<file path="config.mk">
export PLATFORM = sky130hd
export DESIGN_NAME = brc_bridge_ctrl
export DESIGN_NICKNAME = d
export VERILOG_FILES = /design/src/brc_pkg.sv /design/src/brc_sync.sv /design/src/brc_decode.sv /design/src/brc_bridge_ctrl.sv
export SDC_FILE = /design/constraint.sdc
export NUM_CORES = 1
export LEC_CHECK = 0
export ABC_AREA = 1
export ABC_CLOCK_PERIOD_IN_PS = 1400
export BUFFER_PORTS_ARGS = -buffer_cell sky130_fd_sc_hd__clkbuf_2
export CAP_MARGIN = 15
export CORE_ASPECT_RATIO = 0.7
export CORE_MARGIN = 2
export CORE_UTILIZATION = 41
export DETAILED_ROUTE_END_ITERATION = 12
export GPL_TIMING_DRIVEN = 0
export PLACE_DENSITY_LB_ADDON = 0.25
export SLEW_MARGIN = 20
export SYNTH_ARGS = -nofsm -noshare
export SYNTH_HDL_FRONTEND = slang
export SYNTH_SLANG_ARGS = --single-unit
export TNS_END_PERCENT = 50
</file>
<file path="constraint.sdc">
create_clock -name hclk -period 1.4 [get_ports hclk]
set_clock_uncertainty 0.2 [all_clocks]
set_input_delay 0 -clock hclk [delete_from_list [all_inputs] [get_ports hclk]]
set_output_delay 0 -clock hclk [all_outputs]
set_load 0.01 [all_outputs]
</file>
<file path="src/brc_pkg.sv">
// Constants and carrier types for the bridge abort and decode control block
package brc_pkg;
   // ****************************************************
   // Register map (byte addresses)
   // ****************************************************
   localparam int unsigned ADDR_W = 8;
   localparam logic [7:0] OFS_CTRL = 8'h00;
   localparam logic [7:0] OFS_STAT = 8'h04;
   localparam logic [7:0] OFS_MASK = 8'h08;
   localparam logic [7:0] OFS_SSTAT = 8'h0c;
   // ****************************************************
   // Control register fields
   // ****************************************************
   localparam int unsigned CTRL_W = 16;
   localparam logic [15:0] CTRL_RST = 16'h0000;
   localparam logic [15:0] CTRL_WMASK = 16'h002f;
   localparam int unsigned BIT_PAR = 0;
   localparam int unsigned BIT_SERR = 1;
   localparam int unsigned BIT_LEG = 2;
   localparam int unsigned BIT_VGA = 3;
   localparam int unsigned BIT_RSV = 4;
   localparam int unsigned BIT_MABT = 5;
   // ****************************************************
   // Interrupt status and secondary status fields
   // ****************************************************
   localparam int unsigned IRQ_W = 4;
   localparam logic [3:0] IRQ_RST = 4'h0;
   localparam int unsigned IRQ_SERR = 0;
   localparam int unsigned IRQ_PAR = 1;
   localparam int unsigned IRQ_HABT = 2;
   localparam int unsigned IRQ_PABT = 3;
   localparam int unsigned SSTAT_DPD = 8;
   // ****************************************************
   // Legacy display ranges and constants
   // ****************************************************
   localparam logic [31:0] MEM_LO = 32'h000a_0000;
   localparam logic [31:0] MEM_HI = 32'h000b_ffff;
   localparam logic [31:0] IO1_LO = 32'h0000_03b0;
   localparam logic [31:0] IO1_HI = 32'h0000_03bb;
   localparam logic [31:0] IO2_LO = 32'h0000_03c0;
   localparam logic [31:0] IO2_HI = 32'h0000_03df;
   localparam logic [31:0] ALL_ONES = 32'hffff_ffff;
   localparam int unsigned SYNC_STAGES = 2;
   // ****************************************************
   // Carrier structs
   // ****************************************************
   typedef struct packed {
      logic valid;
      logic is_io;
      logic from_hub;
      logic in_window;
      logic [31:0] addr;
   } brc_dec_req_s;
   typedef struct packed {
      logic claim_down;
      logic pass_up;
   } brc_dec_rsp_s;
   typedef struct packed {
      logic valid;
      logic is_read;
   } brc_habt_s;
   typedef struct packed {
      logic tgt_abort;
      logic trdy;
      logic discard;
      logic [31:0] rdata;
   } brc_pci_rsp_s;
   typedef struct packed {
      logic valid;
      logic tgt_abort;
   } brc_hub_cpl_s;
endpackage

</file>
<file path="src/brc_sync.sv">
// Two-flop synchroniser for asynchronous pin levels
`timescale 1ns/10ps
module brc_sync #(
   parameter int unsigned W = 1,
   parameter int unsigned STAGES = brc_pkg::SYNC_STAGES
) (
   // Clock and reset
   input wire logic hclk,
   input wire logic hresetn,
   // Levels
   input wire logic [W-1:0] d,
   output logic [W-1:0] q
);
   logic [STAGES*W-1:0] s_r;
   logic [STAGES*W-1:0] s_nxt;

   if (STAGES < 2 || W < 1) begin : g_chk
      $error("brc_sync needs at least two stages and one bit");
   end

   always_comb begin
      s_nxt = {s_r[(STAGES-1)*W-1:0], d};
   end

   // Reset value of all ones keeps an idle active-low pin quiet
   always_ff @(posedge hclk or negedge hresetn) begin
      if (!hresetn) begin
         s_r <= '1;
      end else begin
         s_r <= s_nxt;
      end
   end

   assign q = s_r[STAGES*W-1 -: W];
endmodule

</file>
<file path="src/brc_decode.sv">
// Legacy display range decode for downstream claim and upstream pass
`timescale 1ns/10ps
module brc_decode (
   // Control
   input wire logic vga_en,
   // Request and answer
   input wire brc_pkg::brc_dec_req_s req,
   output brc_pkg::brc_dec_rsp_s rsp
);
   logic mem_hit;
   logic io_hit;
   logic leg_hit;

   always_comb begin
      mem_hit = (req.addr >= brc_pkg::MEM_LO) && (req.addr <= brc_pkg::MEM_HI);
      io_hit = ((req.addr >= brc_pkg::IO1_LO) && (req.addr <= brc_pkg::IO1_HI))
         || ((req.addr >= brc_pkg::IO2_LO) && (req.addr <= brc_pkg::IO2_HI));
      leg_hit = req.is_io ? io_hit : mem_hit;
      rsp.claim_down = req.valid && req.from_hub && (req.in_window || (vga_en && leg_hit));
      // legacy ranges go upstream when off
      rsp.pass_up = req.valid && !req.from_hub && !req.in_window && !(vga_en && leg_hit);
   end
endmodule

</file>
<file path="src/brc_bridge_ctrl.sv">
// Bridge control bits: abort handling, legacy decode, error forwarding
//
// The implementer's own choices: the register offsets and the AHB-Lite register port.
`timescale 1ns/10ps
module brc_bridge_ctrl (
   // Clock and reset
   input wire logic hclk,
   input wire logic hresetn,
   // AHB-Lite slave
   input wire logic hsel,
   input wire logic [brc_pkg::ADDR_W-1:0] haddr,
   input wire logic [1:0] htrans,
   input wire logic hwrite,
   input wire logic [2:0] hsize,
   input wire logic [31:0] hwdata,
   input wire logic hready,
   output logic [31:0] hrdata,
   output logic hreadyout,
   output logic hresp,
   // Hub and PCI sides
   input wire brc_pkg::brc_habt_s hub_mabort,
   input wire logic pci_mabort,
   output brc_pkg::brc_pci_rsp_s pci_rsp,
   output brc_pkg::brc_hub_cpl_s hub_cpl,
   output logic serr_cycle,
   // Address decode
   input wire brc_pkg::brc_dec_req_s dec_req,
   output brc_pkg::brc_dec_rsp_s dec_rsp,
   // PCI error pins
   input wire logic serr_n,
   input wire logic par_err,
   output logic perr_n_o,
   output logic perr_oe_n,
   // Interrupt
   output logic irq
);
   // ****************************************************
   // State
   // ****************************************************
   typedef struct packed {
      logic [brc_pkg::CTRL_W-1:0] ctrl;
      logic [brc_pkg::IRQ_W-1:0] stat;
      logic [brc_pkg::IRQ_W-1:0] mask;
      logic dpd;
      logic ah_sel;
      logic ah_wr;
      logic [brc_pkg::ADDR_W-1:0] ah_addr;
      logic [31:0] rdata;
      brc_pkg::brc_pci_rsp_s pci;
      brc_pkg::brc_hub_cpl_s cpl;
      brc_pkg::brc_dec_rsp_s dec;
      logic serr_cyc;
      logic serr_d;
      logic perr_drv;
   } brc_state_s;

   brc_state_s s_r;
   brc_state_s s_nxt;
   logic serr_sync;
   logic serr_fell;
   logic ah_take;
   logic [brc_pkg::IRQ_W-1:0] ev;
   logic [brc_pkg::IRQ_W-1:0] rd_clr;
   brc_pkg::brc_dec_rsp_s dec_c;

   // ****************************************************
   // Pin synchroniser and decoder
   // ****************************************************
   brc_sync #(
      .W(1),
      .STAGES(brc_pkg::SYNC_STAGES)
   ) u_serr_sync (
      .hclk(hclk),
      .hresetn(hresetn),
      .d(serr_n),
      .q(serr_sync)
   );

   brc_decode u_decode (
      .vga_en(s_r.ctrl[brc_pkg::BIT_VGA]),
      .req(dec_req),
      .rsp(dec_c)
   );

   // ****************************************************
   // Next-state logic
   // ****************************************************
   always_comb begin
      s_nxt = s_r;
      ah_take = hsel && htrans[1] && hready;
      serr_fell = s_r.serr_d && !serr_sync;
      s_nxt.serr_d = serr_sync;

      // Data phase write, masked to implemented bits
      if (s_r.ah_sel && s_r.ah_wr) begin
         unique case (s_r.ah_addr)
            brc_pkg::OFS_CTRL: begin
               // abort select and other bits written
               s_nxt.ctrl = hwdata[15:0] & brc_pkg::CTRL_WMASK;
            end
            brc_pkg::OFS_MASK: begin
               s_nxt.mask = hwdata[brc_pkg::IRQ_W-1:0];
            end
            brc_pkg::OFS_SSTAT: begin
               if (hwdata[brc_pkg::SSTAT_DPD]) begin
                  s_nxt.dpd = 1'b0;
               end
            end
            default: begin
            end
         endcase
      end

      // Hub-side master abort answered on PCI
      s_nxt.pci.tgt_abort = 1'b0;
      s_nxt.pci.trdy = 1'b0;
      s_nxt.pci.discard = 1'b0;
      if (hub_mabort.valid) begin
         if (s_r.ctrl[brc_pkg::BIT_MABT]) begin
            s_nxt.pci.tgt_abort = 1'b1;
         end else begin
            // complete with all ones or drop data
            s_nxt.pci.trdy = 1'b1;
            s_nxt.pci.discard = !hub_mabort.is_read;
            s_nxt.pci.rdata = brc_pkg::ALL_ONES;
         end
      end

      // PCI master abort of a hub request
      s_nxt.cpl.valid = pci_mabort;
      s_nxt.cpl.tgt_abort = pci_mabort && s_r.ctrl[brc_pkg::BIT_MABT];

      s_nxt.dec = dec_c;

      s_nxt.serr_cyc = serr_fell && s_r.ctrl[brc_pkg::BIT_SERR];

      s_nxt.perr_drv = par_err && s_r.ctrl[brc_pkg::BIT_PAR];
      if (par_err && s_r.ctrl[brc_pkg::BIT_PAR]) begin
         s_nxt.dpd = 1'b1;
      end

      // Sticky events, set wins over clear
      ev = '0;
      ev[brc_pkg::IRQ_SERR] = s_nxt.serr_cyc;
      ev[brc_pkg::IRQ_PAR] = s_nxt.perr_drv;
      ev[brc_pkg::IRQ_HABT] = hub_mabort.valid;
      ev[brc_pkg::IRQ_PABT] = pci_mabort;
      s_nxt.stat = s_r.stat | ev;

      // Address phase: capture read data, read clears status
      rd_clr = '0;
      s_nxt.ah_sel = ah_take;
      if (ah_take) begin
         s_nxt.ah_wr = hwrite;
         s_nxt.ah_addr = haddr;
         if (!hwrite) begin
            s_nxt.rdata = '0;
            unique case (haddr)
               brc_pkg::OFS_CTRL: begin
                  s_nxt.rdata[15:0] = s_nxt.ctrl;
               end
               brc_pkg::OFS_STAT: begin
                  s_nxt.rdata[brc_pkg::IRQ_W-1:0] = s_nxt.stat;
                  rd_clr = s_r.stat;
               end
               brc_pkg::OFS_MASK: begin
                  s_nxt.rdata[brc_pkg::IRQ_W-1:0] = s_nxt.mask;
               end
               brc_pkg::OFS_SSTAT: begin
                  s_nxt.rdata[brc_pkg::SSTAT_DPD] = s_nxt.dpd;
               end
               default: begin
               end
            endcase
         end
      end
      s_nxt.stat = (s_r.stat & ~rd_clr) | ev;
   end

   // ****************************************************
   // State register
   // ****************************************************
   // control register clears on reset
   always_ff @(posedge hclk or negedge hresetn) begin
      if (!hresetn) begin
         s_r <= '0;
         s_r.ctrl <= brc_pkg::CTRL_RST;
         s_r.stat <= brc_pkg::IRQ_RST;
         s_r.mask <= brc_pkg::IRQ_RST;
         s_r.serr_d <= 1'b1;
      end else begin
         s_r <= s_nxt;
      end
   end

   // ****************************************************
   // Outputs
   // ****************************************************
   assign hrdata = s_r.rdata;
   assign hreadyout = 1'b1;
   assign hresp = 1'b0;
   assign pci_rsp = s_r.pci;
   assign hub_cpl = s_r.cpl;
   assign dec_rsp = s_r.dec;
   assign serr_cycle = s_r.serr_cyc;
   assign perr_n_o = 1'b0;
   assign perr_oe_n = !s_r.perr_drv;
   assign irq = |(s_r.stat & s_r.mask);
endmodule

</file>
==> summary by stage, run 1 <==
Run status
The flow ran to the end, but the final reports show violations. The final reports fail on hold timing, setup timing.

Pwr
Of the total power, combinational logic draws 0.177. The design internal power is 3835 uW. The final total power is roughly 5200 uW. For this design the ratio of total power to cell area is 947.2 mW/mm^2.

In this run the static leakage power is approximately 0.0029 uW. IR analysis of the VDD net gives a maximum drop of roughly 0.68 mV. Of the total power, registers draw 0.407. For this design the total switching power over the nets is 1358 uW. The share of total power dissipated in the clock network is 0.417. Of the total power, the share spent switching nets is 0.2615.

Layout
From synthesis to final layout, the design area changed by 65.23%. The final net count is a little under 700. The share of post-route cells with drive strength above 1 is 0.5309. For this run, the share of the core covered by cells in the final layout is 0.6966.

The number of diodes added for antenna fixing is 0.

Timing
Across all hold checks on the routed design, the worst slack comes to -0.04746 ns. The final count of pins violating max slew is 0. After layout, the worst setup slack is -0.2286 ns.

The worst-case headroom to the max-slew limit is 0.6214. At the pin with the least slew margin, the transition time is 0.5635 ns. Setup repair after global routing could not meet its margin everywhere. The setup violation total in the final timing report is 68. The total count of hold-check failures in the final report is 2. The final period utilization is 1.163. Static timing analysis puts the maximum clock frequency at ~0.61 GHz.

Subtracting the final worst setup slack from the clock period gives 1.629 ns.

Logic synthesis
The cell count after synthesis came out at between 300 and 400. The compound-gate portion of the synthesized area is 0.05128. The most common cell in the synthesized netlist is nand2_1. In the synthesized netlist the dominant register cell turns out to be dfrtp_1. The area share of fa/ha/maj cells after synthesis is 0. The most area-hungry cell type in the Yosys netlist is dfrtp_1. During synthesis, Yosys emitted a total of 0 warnings. Of the total synthesized cell area, the portion taken by AND, OR, NAND and NOR gates is 0.2183. The async set-reset flop share out of synthesis is 1.000.

Synthesis inferred 64 register bits. Yosys mapped a number of flops with a built-in enable equal to 0. The share of synthesized area spent on multiplexers is 0. The share of the Yosys chip area taken by registers is 0.4838. Yosys attributes the largest share of cell area to dfrtp_1 (46%), buf_4 (17%), nand2_1 (9.3%). The share of the synthesized area in the top cell type is 0.4600. The xor/xnor share of the synthesized area is 0. The commonest cells after synthesis are nand2_1 (82), buf_4 (75), dfrtp_1 (61), inv_1 (53), nand3_1 (34). The number of unique standard cell types used by synthesis is 29.

After synthesis, the mean cell area works out to 8.379 sq um. The cell area after synthesis is 0.003318 sq mm. The dominant combinational cell family by area after synthesis is buffers and inverters.

Setup path
The category of cells accounting for the largest share of critical-path delay is simple AND/OR/NAND/NOR gates. The top fanout value on the critical path is 5. Data on the critical path arrives at its endpoint at ~1.6 ns. The startpoint type of the worst setup path is a flip-flop.

The slowest stage of the critical path is the dfrtp_1 cell. The critical path is of the flip-flop to flip-flop type. In this design, the critical path's most frequently occurring cell is nand3_2. The critical path goes through nor2_2 -> nand2_2 -> nor2_4 -> buf_6 -> nand3_2 -> nand3_2 -> nand3_2 -> nand2_2 -> nand2_1. At the worst endpoint, the required time is 1.41 ns. The highest cell delay on the worst timing path is 0.39 ns. Counting both buffers and inverters, the worst setup path holds a total of 1. The critical path endpoint category is a flip-flop.

Floorplan
Measured along the y axis, the die boundary spans 79.27 um. The core region is a little under 0.008 sq mm. The I/O pin count is 168.

The number of rows created at floorplan is 27. The die covers 0.008840 sq mm. The initial cell density of the core is 0.4216. From left edge to right edge, the die measures about 110 um.

Placed design
The number of buffer cells added on primary ports is 116. The wire-length estimate of the detail-placed layout is ~5300 um. The placer's final routability congestion estimate is 0.8819.

Run
Max-cap violations in this run came to 0.

CTS
The number of clock sinks seen by CTS is 64. Clock latency on the worst-skew pair, taken at its later pin, is roughly 0.32 ns. The clock transition time at the flip-flop clock pins of the worst setup and hold paths is 0.05 ns. The clock tree root buffer cell is clkbuf_16.

The TritonCTS clock tree is yes. The maximum clock path buffer count is 2. TritonCTS created 9 clock buffers.

The H-tree was split into 3 levels.

GRT
The overall global routing resource usage is 0.1967. The first-pass GRT wire length is 13900 um. The number of global-route vias before repair is between 3000 and 4000.

The initial antenna violation count was 0. The largest net degree at the start of global routing is 55. Summed over all layers, the global routing overflow is 0.

Route
The final routed wire length divided by cell count is 12.52 um. The via total after detailed routing is slightly above 3000. Before antenna repair, the detailed router went through 4 iterations. Using the TritonRoute via totals, the vias-per-cell ratio works out to 4.389.

The first routing iteration left 179 violations. The sum of routed wire length over all layers is approximately 8800 um. In the routed design, unresolved DRC markers number 0. The count of nets left with antenna violations once routing finished came out at 0.

Hold path
The min-delay analysis places its worst path in the category input port to flip-flop.
-- kinds of logic after synthesis --
logic type | after synthesis
AND/OR/NAND/NOR | 165
buffers and inverters | 135
flip-flops | 64
AO/OA/AOI/OAI | 30
other | 2
-- worst reg2reg max path: cells and delay by family, from the launching register on --
family | cells | cell delay [ns]
buf+inv | 1 | 0.17
flops | 1 | 0.39
simple gates | 8 | 0.77
-- what timing repair did --
action | 4_1_cts | 5_1_grt
pin swaps | 16 | 18
setup buffers | 3 | 5
setup endpoints to repair | 70 | 72
endpoints found under the hold margin | 109 | 1
gates resized for setup | 54 | 89
hold buffers | 43 | 1
gates cloned | 2 | 1
-- power groups by stage --
| stage | Sequential [uW] | Combinational (uW) | Clock (uW) |
|---|---|---|---|
| after floorplan | 2100 | 413 | 0 |
| after global placement | 2120 | 635 | 0 |
| after detailed placement | 2120 | 657 | 0 |
| after CTS | 2090 | 763 | 2190 |
| after global routing | 2130 | 1020 | 2300 |
| final | 2110 | 918 | 2160 |
-- path summary, 6_finish.rpt --
check                                      to  slack, ns  depth (start not counted)                from
max                                 hrdata[1]      -0.23                          9             s_r[79]
max reg2reg                         hrdata[1]      -0.23                          9             s_r[79]
max in group asynchronous             s_r[78]       0.13                          3             hresetn
min reg2reg                u_serr_sync.s_r[1]       0.15                          0  u_serr_sync.s_r[0]
min                                dec_rsp[1]      -0.05                          8         dec_req[29]
min in group asynchronous           hrdata[7]       0.03                          3             hresetn
-- metrics by stage --
stage               hold slack, ns  instances  setup WS [ns]  cell area [sq um]  TNS [ns]
floorplan                  -0.4956        413       -0.01196               3392  -0.04421
CTS                       -0.05516        695        -0.2447               5127    -7.580
finish                    -0.04746        700        -0.2286               5483    -5.813
detailed placement         -0.3163        631        -0.3733               4129    -10.12
global placement           -0.1107        630        -0.3865               4099    -22.03
global route              0.002464        700        -0.3140               5483    -9.401
-- cell usage in the layout, fill, tap and decap left out, types with 3 or more instances in the layout --
cell type,Yosys,routed
nand3_2,1,17
clkbuf_16,0,10
nand2_1,82,57
dlygate4sd3_1,0,43
nor2_4,0,4
o21ai_2,3,11
dfstp_2,3,3
buf_4,75,64
clkinv_2,0,3
nand3_4,0,3
inv_1,53,41
nor3_1,8,6
and2_4,0,4
nor2_1,22,14
dfrtp_1,61,60
or2_2,5,4
o21ai_0,14,11
buf_6,2,36
inv_2,0,12
nor2_2,1,5
and2_1,8,4
clkbuf_2,0,99
nand3_1,34,15
nand2_2,1,15
nand2_4,0,11
conb_1,2,19
-- flip-flops by register name, summed over array words and instances, names as in the netlist --
register,flops
s_r,37
hrdata,16
pci_rsp,4
dec_rsp,2
hub_cpl,2
u_serr_sync.s_r,2
serr_cycle,1
-- routing by layer --
| layer | wire length (um) | GRT usage | part of all wire |
|---|---|---|---|
| met5 | 0 | 0 | 0 |
| met4 | 162 | 0.05926 | 0.018 |
| met3 | 431 | 0.05038 | 0.049 |
| met2 | 4481 | 0.3445 | 0.51 |
| met1 | 3687 | 0.2421 | 0.42 |
-- layout make-up --
type	instances	area [sq um]
multi-input combinational	214	1309
buffer	80	669.4
clock inverter	6	60.06
inverter	55	211.5
sequential	64	1609
fill	636	2389
timing repair buffer	170	1269
clock buffer	10	229.0
tap	101	126.4
Power figures use the tool's default switching activity.
==> inputs of run 2 (changes only) <==
ABC_AREA = default   (was 1)
==> run 2 against run 1 <==
The run still ends with hold timing, setup timing left; global-route usage decreased by 0.86 points; clock power is 10% higher; combinational power fell by 41%; critical path depth shrank 5; first-iteration DRC count fell by 34%; non-clock buffer count fell by 9; hold slack worse by 0.12 ns; sequential share of layout area rose by 3.5 points; critical path type unchanged; critical endpoint is now hrdata[3]; highest routed layer unchanged.
==> summary by stage, run 2 <==
Floorplan
The number of rows created at floorplan is 27 (unchanged). The I/O pin count is 168 (unchanged). The die height was 78.46 um (-1.0%). The initial cell density of the core is 0.4179 (-0.003680). The die footprint is 0.008659 sq mm (-2.1%). The core outline area is 0.007770 sq mm (-1.3%).

The die width is 110.4 um (-1.0%).

Timing
The final worst hold slack was -0.1667 ns (-0.1192 ns). The final period utilization was 1.747 (+0.5839). The total count of hold-check failures in the final report is 1 (-1). The slew at the pin closest to its max-slew limit is 0.8427 ns (+0.2792 ns). The setup violation total in the final timing report is 58 (-15%). The final critical path time including I/O delays and setup came to 2.446 ns (+0.8175 ns). The achievable frequency was 0.4088 GHz (-33%).

Setup repair after global routing could not meet its margin everywhere. The least setup slack across all paths after layout came to -1.046 ns (-0.8175 ns). The final count of pins violating max slew came to 0 (unchanged). The worst-case headroom to the max-slew limit was 0.4303 (-0.1912).

GRT
The number of global-route vias before repair came to 2494 (-19%). The total grt overflow came to 0 (unchanged). The met3 routing resource usage after global routing was 0.05814 (+0.007758). The first-pass GRT wire length is 12360 um (-11%).

The met1 track demand over resource in global routing was 0.2422 (about the same). The layer with the highest usage is met2. The met2 capacity usage during global routing was 0.3049 (-0.03960). The largest net degree at the start of global routing is 54 (-1.8%).

The initial antenna violation count was 0 (unchanged). The overall global routing resource usage is 0.1881 (-0.008615).

Layout
The final design instance area without fill was 0.004895 sq mm (-11%). Ranked by flip-flop count, first place goes to s_r. The commonest non-fill, non-tap cell in the layout is clkbuf_2.

In the layout the commonest cells are clkbuf_2 (118), buf_4 (82), dfrtp_1 (60). The final net count is 563 (-18%). The area growth from synthesis to final layout is 50.75%.

The final standard cell count with taps included and fillers excluded came to 578 (-17%). The share of post-route cells with drive strength above 1 came to 0.5597 (+0.02886). The number of diodes added for antenna fixing is 0 (unchanged).

The flip-flop count of the largest register after layout is 37 (unchanged). The number of fill cells is 613 (-3.6%).

Logic synthesis
Among all flip-flop cells after synthesis, the most frequent one is dfrtp_1. The number of unique standard cell types used by synthesis is 47 (+62%). The sequential element share of the synthesized area came to 0.4944 (+0.01063). The average footprint of a synthesized cell is 11.27 sq um (+35%). The synthesized flop and latch total was 64 (unchanged). Ranked by instance count, the synthesized netlist is headed by buf_4 (74), dfrtp_1 (61), and2_1 (15), a22o_1 (14). The number of synthesized flops with an enable pin was 0 (unchanged). The async set-reset flop share out of synthesis came to 1.000 (unchanged). Yosys attributes the largest share of cell area to dfrtp_1 (47%), buf_4 (17%), a22o_1 (3.8%). The most common cell in the synthesized netlist is buf_4. dfrtp_1 takes more of the synthesized area than any other cell. The cell area after synthesis is 0.003247 sq mm (-2.1%). The total number of yosys warnings is 0 (unchanged). The share of the synthesized area in the top cell type is 0.4701 (+0.01010). The post-synthesis cell count came to 288 (-27%).

Setup path
By startpoint and endpoint, the worst setup path is classified as flip-flop to flip-flop. The startpoint type of the worst setup path is a flip-flop. The data required time of the critical path is 1.41 ns (about the same).

The arrival time reported for the critical path endpoint is 2.45 ns (+0.81 ns). STA classifies the critical path endpoint as a flip-flop. The top fanout value on the critical path is 6 (+1).

Placed design
The number of buffer cells added on primary ports came to 116 (unchanged). The placed wire-length estimate after detailed placement was 5164 um (-2.7%). The cell count after placement came to 523 (-17%). The placer's final routability congestion estimate is 0.8102 (-8.1%).

The cell area after placement came to 0.004056 sq mm (-1.8%).

Pwr
The power share of the sequential group is 0.408 (about the same). The power per unit of standard cell area is 1006 mW/mm^2 (+6.3%). The worst voltage drop across the vdd grid is 0.6523 mV (-4.2%). The static power due to leakage came to 0.002539 uW (-14%). The clock network fraction of total power was 0.482 (+0.065). The switching part of the total power is 0.2164 (-0.04508). The relative contribution of combinational cells to total power is 0.110 (-0.067). The net switching power was 1066 uW (-21%). The design internal power was 3860 uW (+0.65%).

Route
The sum of routed wire length over all layers was 7719 um (-12%). The final routed wire length divided by cell count came to 13.35 um (+6.7%). The number of nets with antenna violations after routing is 0 (unchanged). The remaining design rule violation count came to 0 (unchanged).

The number of optimization iterations in the first detailed-route pass is 4 (unchanged). The via total after detailed routing is 2653 (-14%). The violation count after the first detailed-route iteration is 118 (-34%). The via density per instance is 4.590 (+4.6%).

CTS
The maximum clock path buffer count is 2 (unchanged). The count of hold-fix buffers inserted at cts is 32 (-26%). TritonCTS built the clock tree. The maximum level of the CTS H-tree is 3 (unchanged). The clock transition time at the flip-flop clock pins of the worst setup and hold paths is 0.05 ns (about the same). The number of clock sinks seen by CTS is 64 (unchanged). The tree is rooted in a clkbuf_16. The total CTS buffers is 9 (unchanged). The latest clock arrival within the worst-skew pair is 0.33 ns (about the same).

Hold path
The path class of the lowest-slack min-delay path is input port to flip-flop.

Run
The max capacitance violation total is 0 (unchanged).

Run status
The checks that failed: hold timing, setup timing. The flow ran to the end, but the final reports show violations.
==> run 2: cell count changes after synthesis, sizes merged, moves of 9 or more <==
cell and delta:
nand3 -32, inv -46, a22o +14, nand2 -78, mux2 +18, o21ai -24
nor4 +9, nor2 -13
==> run 2: worst paths after layout <==
kind,cells after the start,slack [ns],to,start
worst max-delay path,4,-1.05,hrdata[3],s_r[79]
worst min-delay path,3,-0.17,dec_rsp[1],dec_req[18]
worst max register to register,4,-1.05,hrdata[3],s_r[79]
worst min register to register,0,0.15,u_serr_sync.s_r[1],u_serr_sync.s_r[0]
max in group asynchronous,3,0.44,pci_rsp[0],hresetn
min in group asynchronous,3,0.03,s_r[88],hresetn
==> run 2: cells by family (layout without fill, tap and decap cells) <==
family	after synthesis	count (layout)	share of synthesized area
AO/OA/AOI/OAI	36	36	0.08940
buffers and inverters	92	264	0.1954
flip-flops	64	64	0.4944
AND/OR/NAND/NOR	75	75	0.1495
other	2	19	0.002313
multiplexers	19	19	0.06898
==> run 2: power by group through the flow <==
stage               clock network [uW]  registers [uW]  logic (uW)
finish                            2380            2010         541
global route                      2530            2020         591
floorplan                            0            2020         240
global placement                     0            2030         406
detailed placement                   0            2030         425
CTS                               2430            2000         513
==> run 2: timing repair <==
action | 4_1_cts | 5_1_grt
buffers inserted | 6 | 6
gates cloned | 0 | 0
endpoints found under the setup margin | 77 | 87
endpoints found under the hold margin | 98 | 1
pin swaps | 4 | 12
resized for setup | 22 | 23
==> run 2: area by class of cell <==
| type | count | area, sq um | share of cell area |
|---|---|---|---|
| Sequential cell | 64 | 1609 | 0.3287 |
| Multi-Input combinational cell | 149 | 1190 | 0.2431 |
| Tap cell | 101 | 126.4 | 0.02582 |
| Clock inverter | 5 | 80.08 | 0.01636 |
| Inverter | 7 | 26.28 | 0.005368 |
| Clock buffer | 11 | 242.7 | 0.04959 |
| Buffer | 83 | 609.3 | 0.1245 |
| Timing Repair Buffer | 158 | 1011 | 0.2065 |
==> run 2: worst max-delay path: stages, from the launching register on <==
cell and delay, ns:
dfrtp_1 0.38, or4_4 0.56, or4b_4 0.61, mux2_4 0.33, a211o_1 0.25
==> run 2: routing by layer <==
layer | vias to the layer above | share of wire
met3 | 10 | 0.073
met1 | 1248 | 0.44
met4 | 0 | 0.010
met5 | - | 0
li1 | 1286 | -
met2 | 109 | 0.48
==> run 2: through the flow <==
step	worst slack [ns]	total power, uW	util	TNS [ns]
after floorplan	-1.001	2257	-	-29.84
after global placement	-1.095	2435	0.5182	-49.24
after detailed placement	-1.080	2459	0.5221	-38.25
after CTS	-1.052	4949	0.6193	-35.16
after global routing	-1.097	5139	0.6300	-38.11
final	-1.046	4926	0.6300	-34.42
==> inputs of run 3 (changes only) <==
RECOVER_POWER = 50   (was default)
SLEW_MARGIN = default   (was 20)
==> run 3 against run 2 <==
The flow still finishes with violations (hold timing, setup timing); via count decreased by 0.19%; global-route usage decreased by 0.29 points; non-clock buffer count fell by 2; clock power decreased by 7%; critical path depth increased by 2; sequential share of layout area grew 0.64 points; worst setup slack worse by 0.026 ns; combinational power decreased by 6.5%; critical path type unchanged; largest power group unchanged.
==> summary by stage, run 3 (synthesis results as in run 2) <==
Run status
The run finished, with violations left. The checks that failed: hold timing, setup timing.

Timing
The final count of pins violating max slew came to 0 (unchanged). The least setup slack across all paths after layout is -1.072 ns (-0.02641 ns). The worst-case headroom to the max-slew limit is 0.4255 (-0.004777). Setup repair after global routing could not meet its margin everywhere.

The slew at the pin closest to its max-slew limit came to 0.8618 ns (+0.01904 ns). The final period utilization is 1.766 (+0.01886). The achievable frequency is 0.4045 GHz (-1.1%). The final worst hold slack is -0.06445 ns (+0.1022 ns). The total count of hold-check failures in the final report was 2 (+1).

The setup violation total in the final timing report is 69 (+19%). The final critical path time including I/O delays and setup is 2.472 ns (+0.02641 ns).

Floorplan
The core outline area is 0.007770 sq mm (unchanged). The number of rows created at floorplan was 27 (unchanged). The I/O pin count is 168 (unchanged). The die width came to 110.4 um (unchanged). The die height is 78.46 um (unchanged). The die footprint is 0.008659 sq mm (unchanged).

The initial cell density of the core is 0.4179 (unchanged).

Placed design
The placed wire-length estimate after detailed placement is 5161 um (about the same). The cell count after placement is 522 (-0.19%). The number of buffer cells added on primary ports is 116 (unchanged).

The minimum setup slack after placement came to -1.082 ns (-0.001090 ns). The cell area after placement was 0.004029 sq mm (-0.68%). The placer's final routability congestion estimate was 0.8102 (unchanged).

Setup path
The setup slack of the most critical reg-to-reg path is -1.07 ns (-0.03 ns). The beginning of the critical path is s_r[80]. The cell occurring most often along the worst timing path is or4_4. The source of the worst register-to-register timing path is s_r[80]. Broken down by cell family, the worst path's largest delay share belongs to simple AND/OR/NAND/NOR gates. The critical path endpoint category is a flip-flop. The number of cells on the worst reg-to-reg path is 6 (+2).

The critical path goes through or4_4 -> or4_4 -> buf_8 -> buf_12 -> mux2_2 -> a22o_1. The top fanout value on the critical path was 7 (+1). The highest cell delay on the worst timing path came to 0.55 ns (-0.06 ns).

The critical path ends at hrdata[5]. The startpoint type of the worst setup path is a flip-flop. The arrival time reported for the critical path endpoint came to 2.48 ns (+0.03 ns). The end of the worst register-to-register path is hrdata[5]. The count of buffer and inverter cells on the critical path is 2 (+2).

The critical path depth in cells came to 6 (+2). The critical path class is flip-flop to flip-flop. The data required time of the critical path is 1.41 ns (about the same). The worst-path cell with the longest stage delay is or4_4.

Layout
The top cell types in the final layout, fill and taps aside, are clkbuf_2 (94), buf_4 (76), dfrtp_1 (60). The flip-flop count of the largest register after layout is 37 (unchanged). The area growth from synthesis to layout is 47.86%. The number of diodes added for antenna fixing is 0 (unchanged). More flip-flops sit in one register than any other, and that register is s_r. The library cell used most frequently in the layout, excluding fill and tap cells, is clkbuf_2. The final standard cell count with taps included and fillers excluded came to 576 (-0.35%). The final design instance area without fill is 0.004801 sq mm (-1.9%). The final net count is 561 (-0.36%). The share of post-route cells with drive strength above 1 was 0.4947 (-0.06501).

Pwr
The net switching power came to 1033 uW (-3.1%). The relative contribution of combinational cells to total power is 0.107 (-0.003). The power share of the sequential group is 0.424 (+0.016). The static power due to leakage is 0.002430 uW (-4.3%).

The power per unit of standard cell area is 986.3 mW/mm^2 (-2.0%). The design internal power was 3702 uW (-4.1%). The clock network fraction of total power was 0.469 (-0.013). The switching part of the total power is 0.2182 (+0.001789). The final total power was 4735 uW (-3.9%). The worst voltage drop across the vdd grid was 0.6164 mV (-5.5%).

Route
The violation count after the first detailed-route iteration is 85 (-28%). The number of optimization iterations in the first detailed-route pass is 4 (unchanged). The number of nets with antenna violations after routing was 0 (unchanged). The sum of routed wire length over all layers is 7889 um (+2.2%).

The remaining design rule violation count is 0 (unchanged). The final routed wire length divided by cell count is 13.70 um (+2.6%). The via total after detailed routing was 2648 (-0.19%). The via density per instance is 4.597 (+0.16%).

GRT
The total grt overflow came to 0 (unchanged). The number of global-route vias before repair came to 2580 (+3.4%). The largest net degree at the start of global routing is 65 (+20%). The initial antenna violation count is 0 (unchanged). The first-pass GRT wire length is 12190 um (-1.4%). The overall global routing resource usage is 0.1852 (-0.002852).

CTS
The maximum clock path buffer count is 2 (unchanged). TritonCTS built the clock tree. Clock tree synthesis selected as its root buffer the cell clkbuf_16.

The clock transition time at the flip-flop clock pins of the worst setup and hold paths was 0.05 ns (about the same). The total CTS buffers is 9 (unchanged). The maximum level of the CTS H-tree is 3 (unchanged). The count of hold-fix buffers inserted at cts is 30 (-6.3%). The latest clock arrival within the worst-skew pair came to 0.32 ns (about the same).

The number of clock sinks seen by CTS is 64 (unchanged).

Hold path
The worst hold path belongs to the class input port to flip-flop.

Run
The max capacitance violation total is 0 (unchanged).
-- run 3: cell types whose count changed in the layout (fill, tap and decap cells not counted), moves of 2 or more --
cell,change
clkinvlp_4,-2
buf_12,+2
buf_8,+2
buf_4,-6
clkbuf_2,-24
and2_4,-2
clkbuf_1,+25
-- run 3: cell type report --
type | instances | area, sq um
inverter | 7 | 26.28
buffer | 84 | 628.1
sequential | 64 | 1609
tap | 101 | 126.4
clock buffer | 13 | 260.3
multi-input combinational | 149 | 1142
fill | 639 | 2969
clock inverter | 3 | 40.04
timing repair buffer | 155 | 968.4
-- run 3: how the worst min path moves through the flow --
stage | startpoint | endpoint | slack [ns] | depth (start not counted)
floorplan | hresetn | dec_rsp[0] | -0.50 | 0
global placement | serr_n | u_serr_sync.s_r[0] | -0.11 | 1
detailed placement | serr_n | u_serr_sync.s_r[0] | -0.11 | 1
CTS | dec_req[14] | dec_rsp[1] | -0.09 | 5
global route | dec_req[14] | dec_rsp[1] | -0.03 | 5
finish | dec_req[14] | dec_rsp[1] | -0.06 | 5
-- run 3: tightest hold or removal path, stage by stage --
cell	delay, ns
clkbuf_2	0.07
nor4_1	0.04
nand4b_1	0.13
or3_1	0.11
a31oi_1	0.06
-- run 3: timing repair --
item                                    CTS  global route
buffers inserted                          4             4
gates resized for setup                  19            20
cloned                                    0             1
hold endpoints to repair                 96             1
endpoints found under the setup margin   76            77
pin swaps                                 3            10
-- run 3: power by group through the flow --
stage	registers [uW]	logic [uW]	clock network (uW)
2_1_floorplan	2020	240	0
3_3_place_gp	2030	406	0
3_5_place_dp	2030	416	0
4_1_cts	2010	492	2250
5_1_grt	2020	557	2340
6_report	2010	506	2220
-- run 3: per-stage QoR --
| step | utilization | setup TNS [ns] |
|---|---|---|
| floorplan | - | -29.84 |
| global placement | 0.5182 | -49.24 |
| detailed placement | 0.5185 | -38.52 |
| CTS | 0.6064 | -34.89 |
| global route | 0.6179 | -38.77 |
| finish | 0.6179 | -34.78 |
-- run 3: layer usage --
metal	vias up	track usage	share of wire
met4	0	0.05125	0.013
li1	1280	-	-
met2	101	0.3000	0.47
met5	-	0	0
met3	11	0.06894	0.069
met1	1256	0.2317	0.45
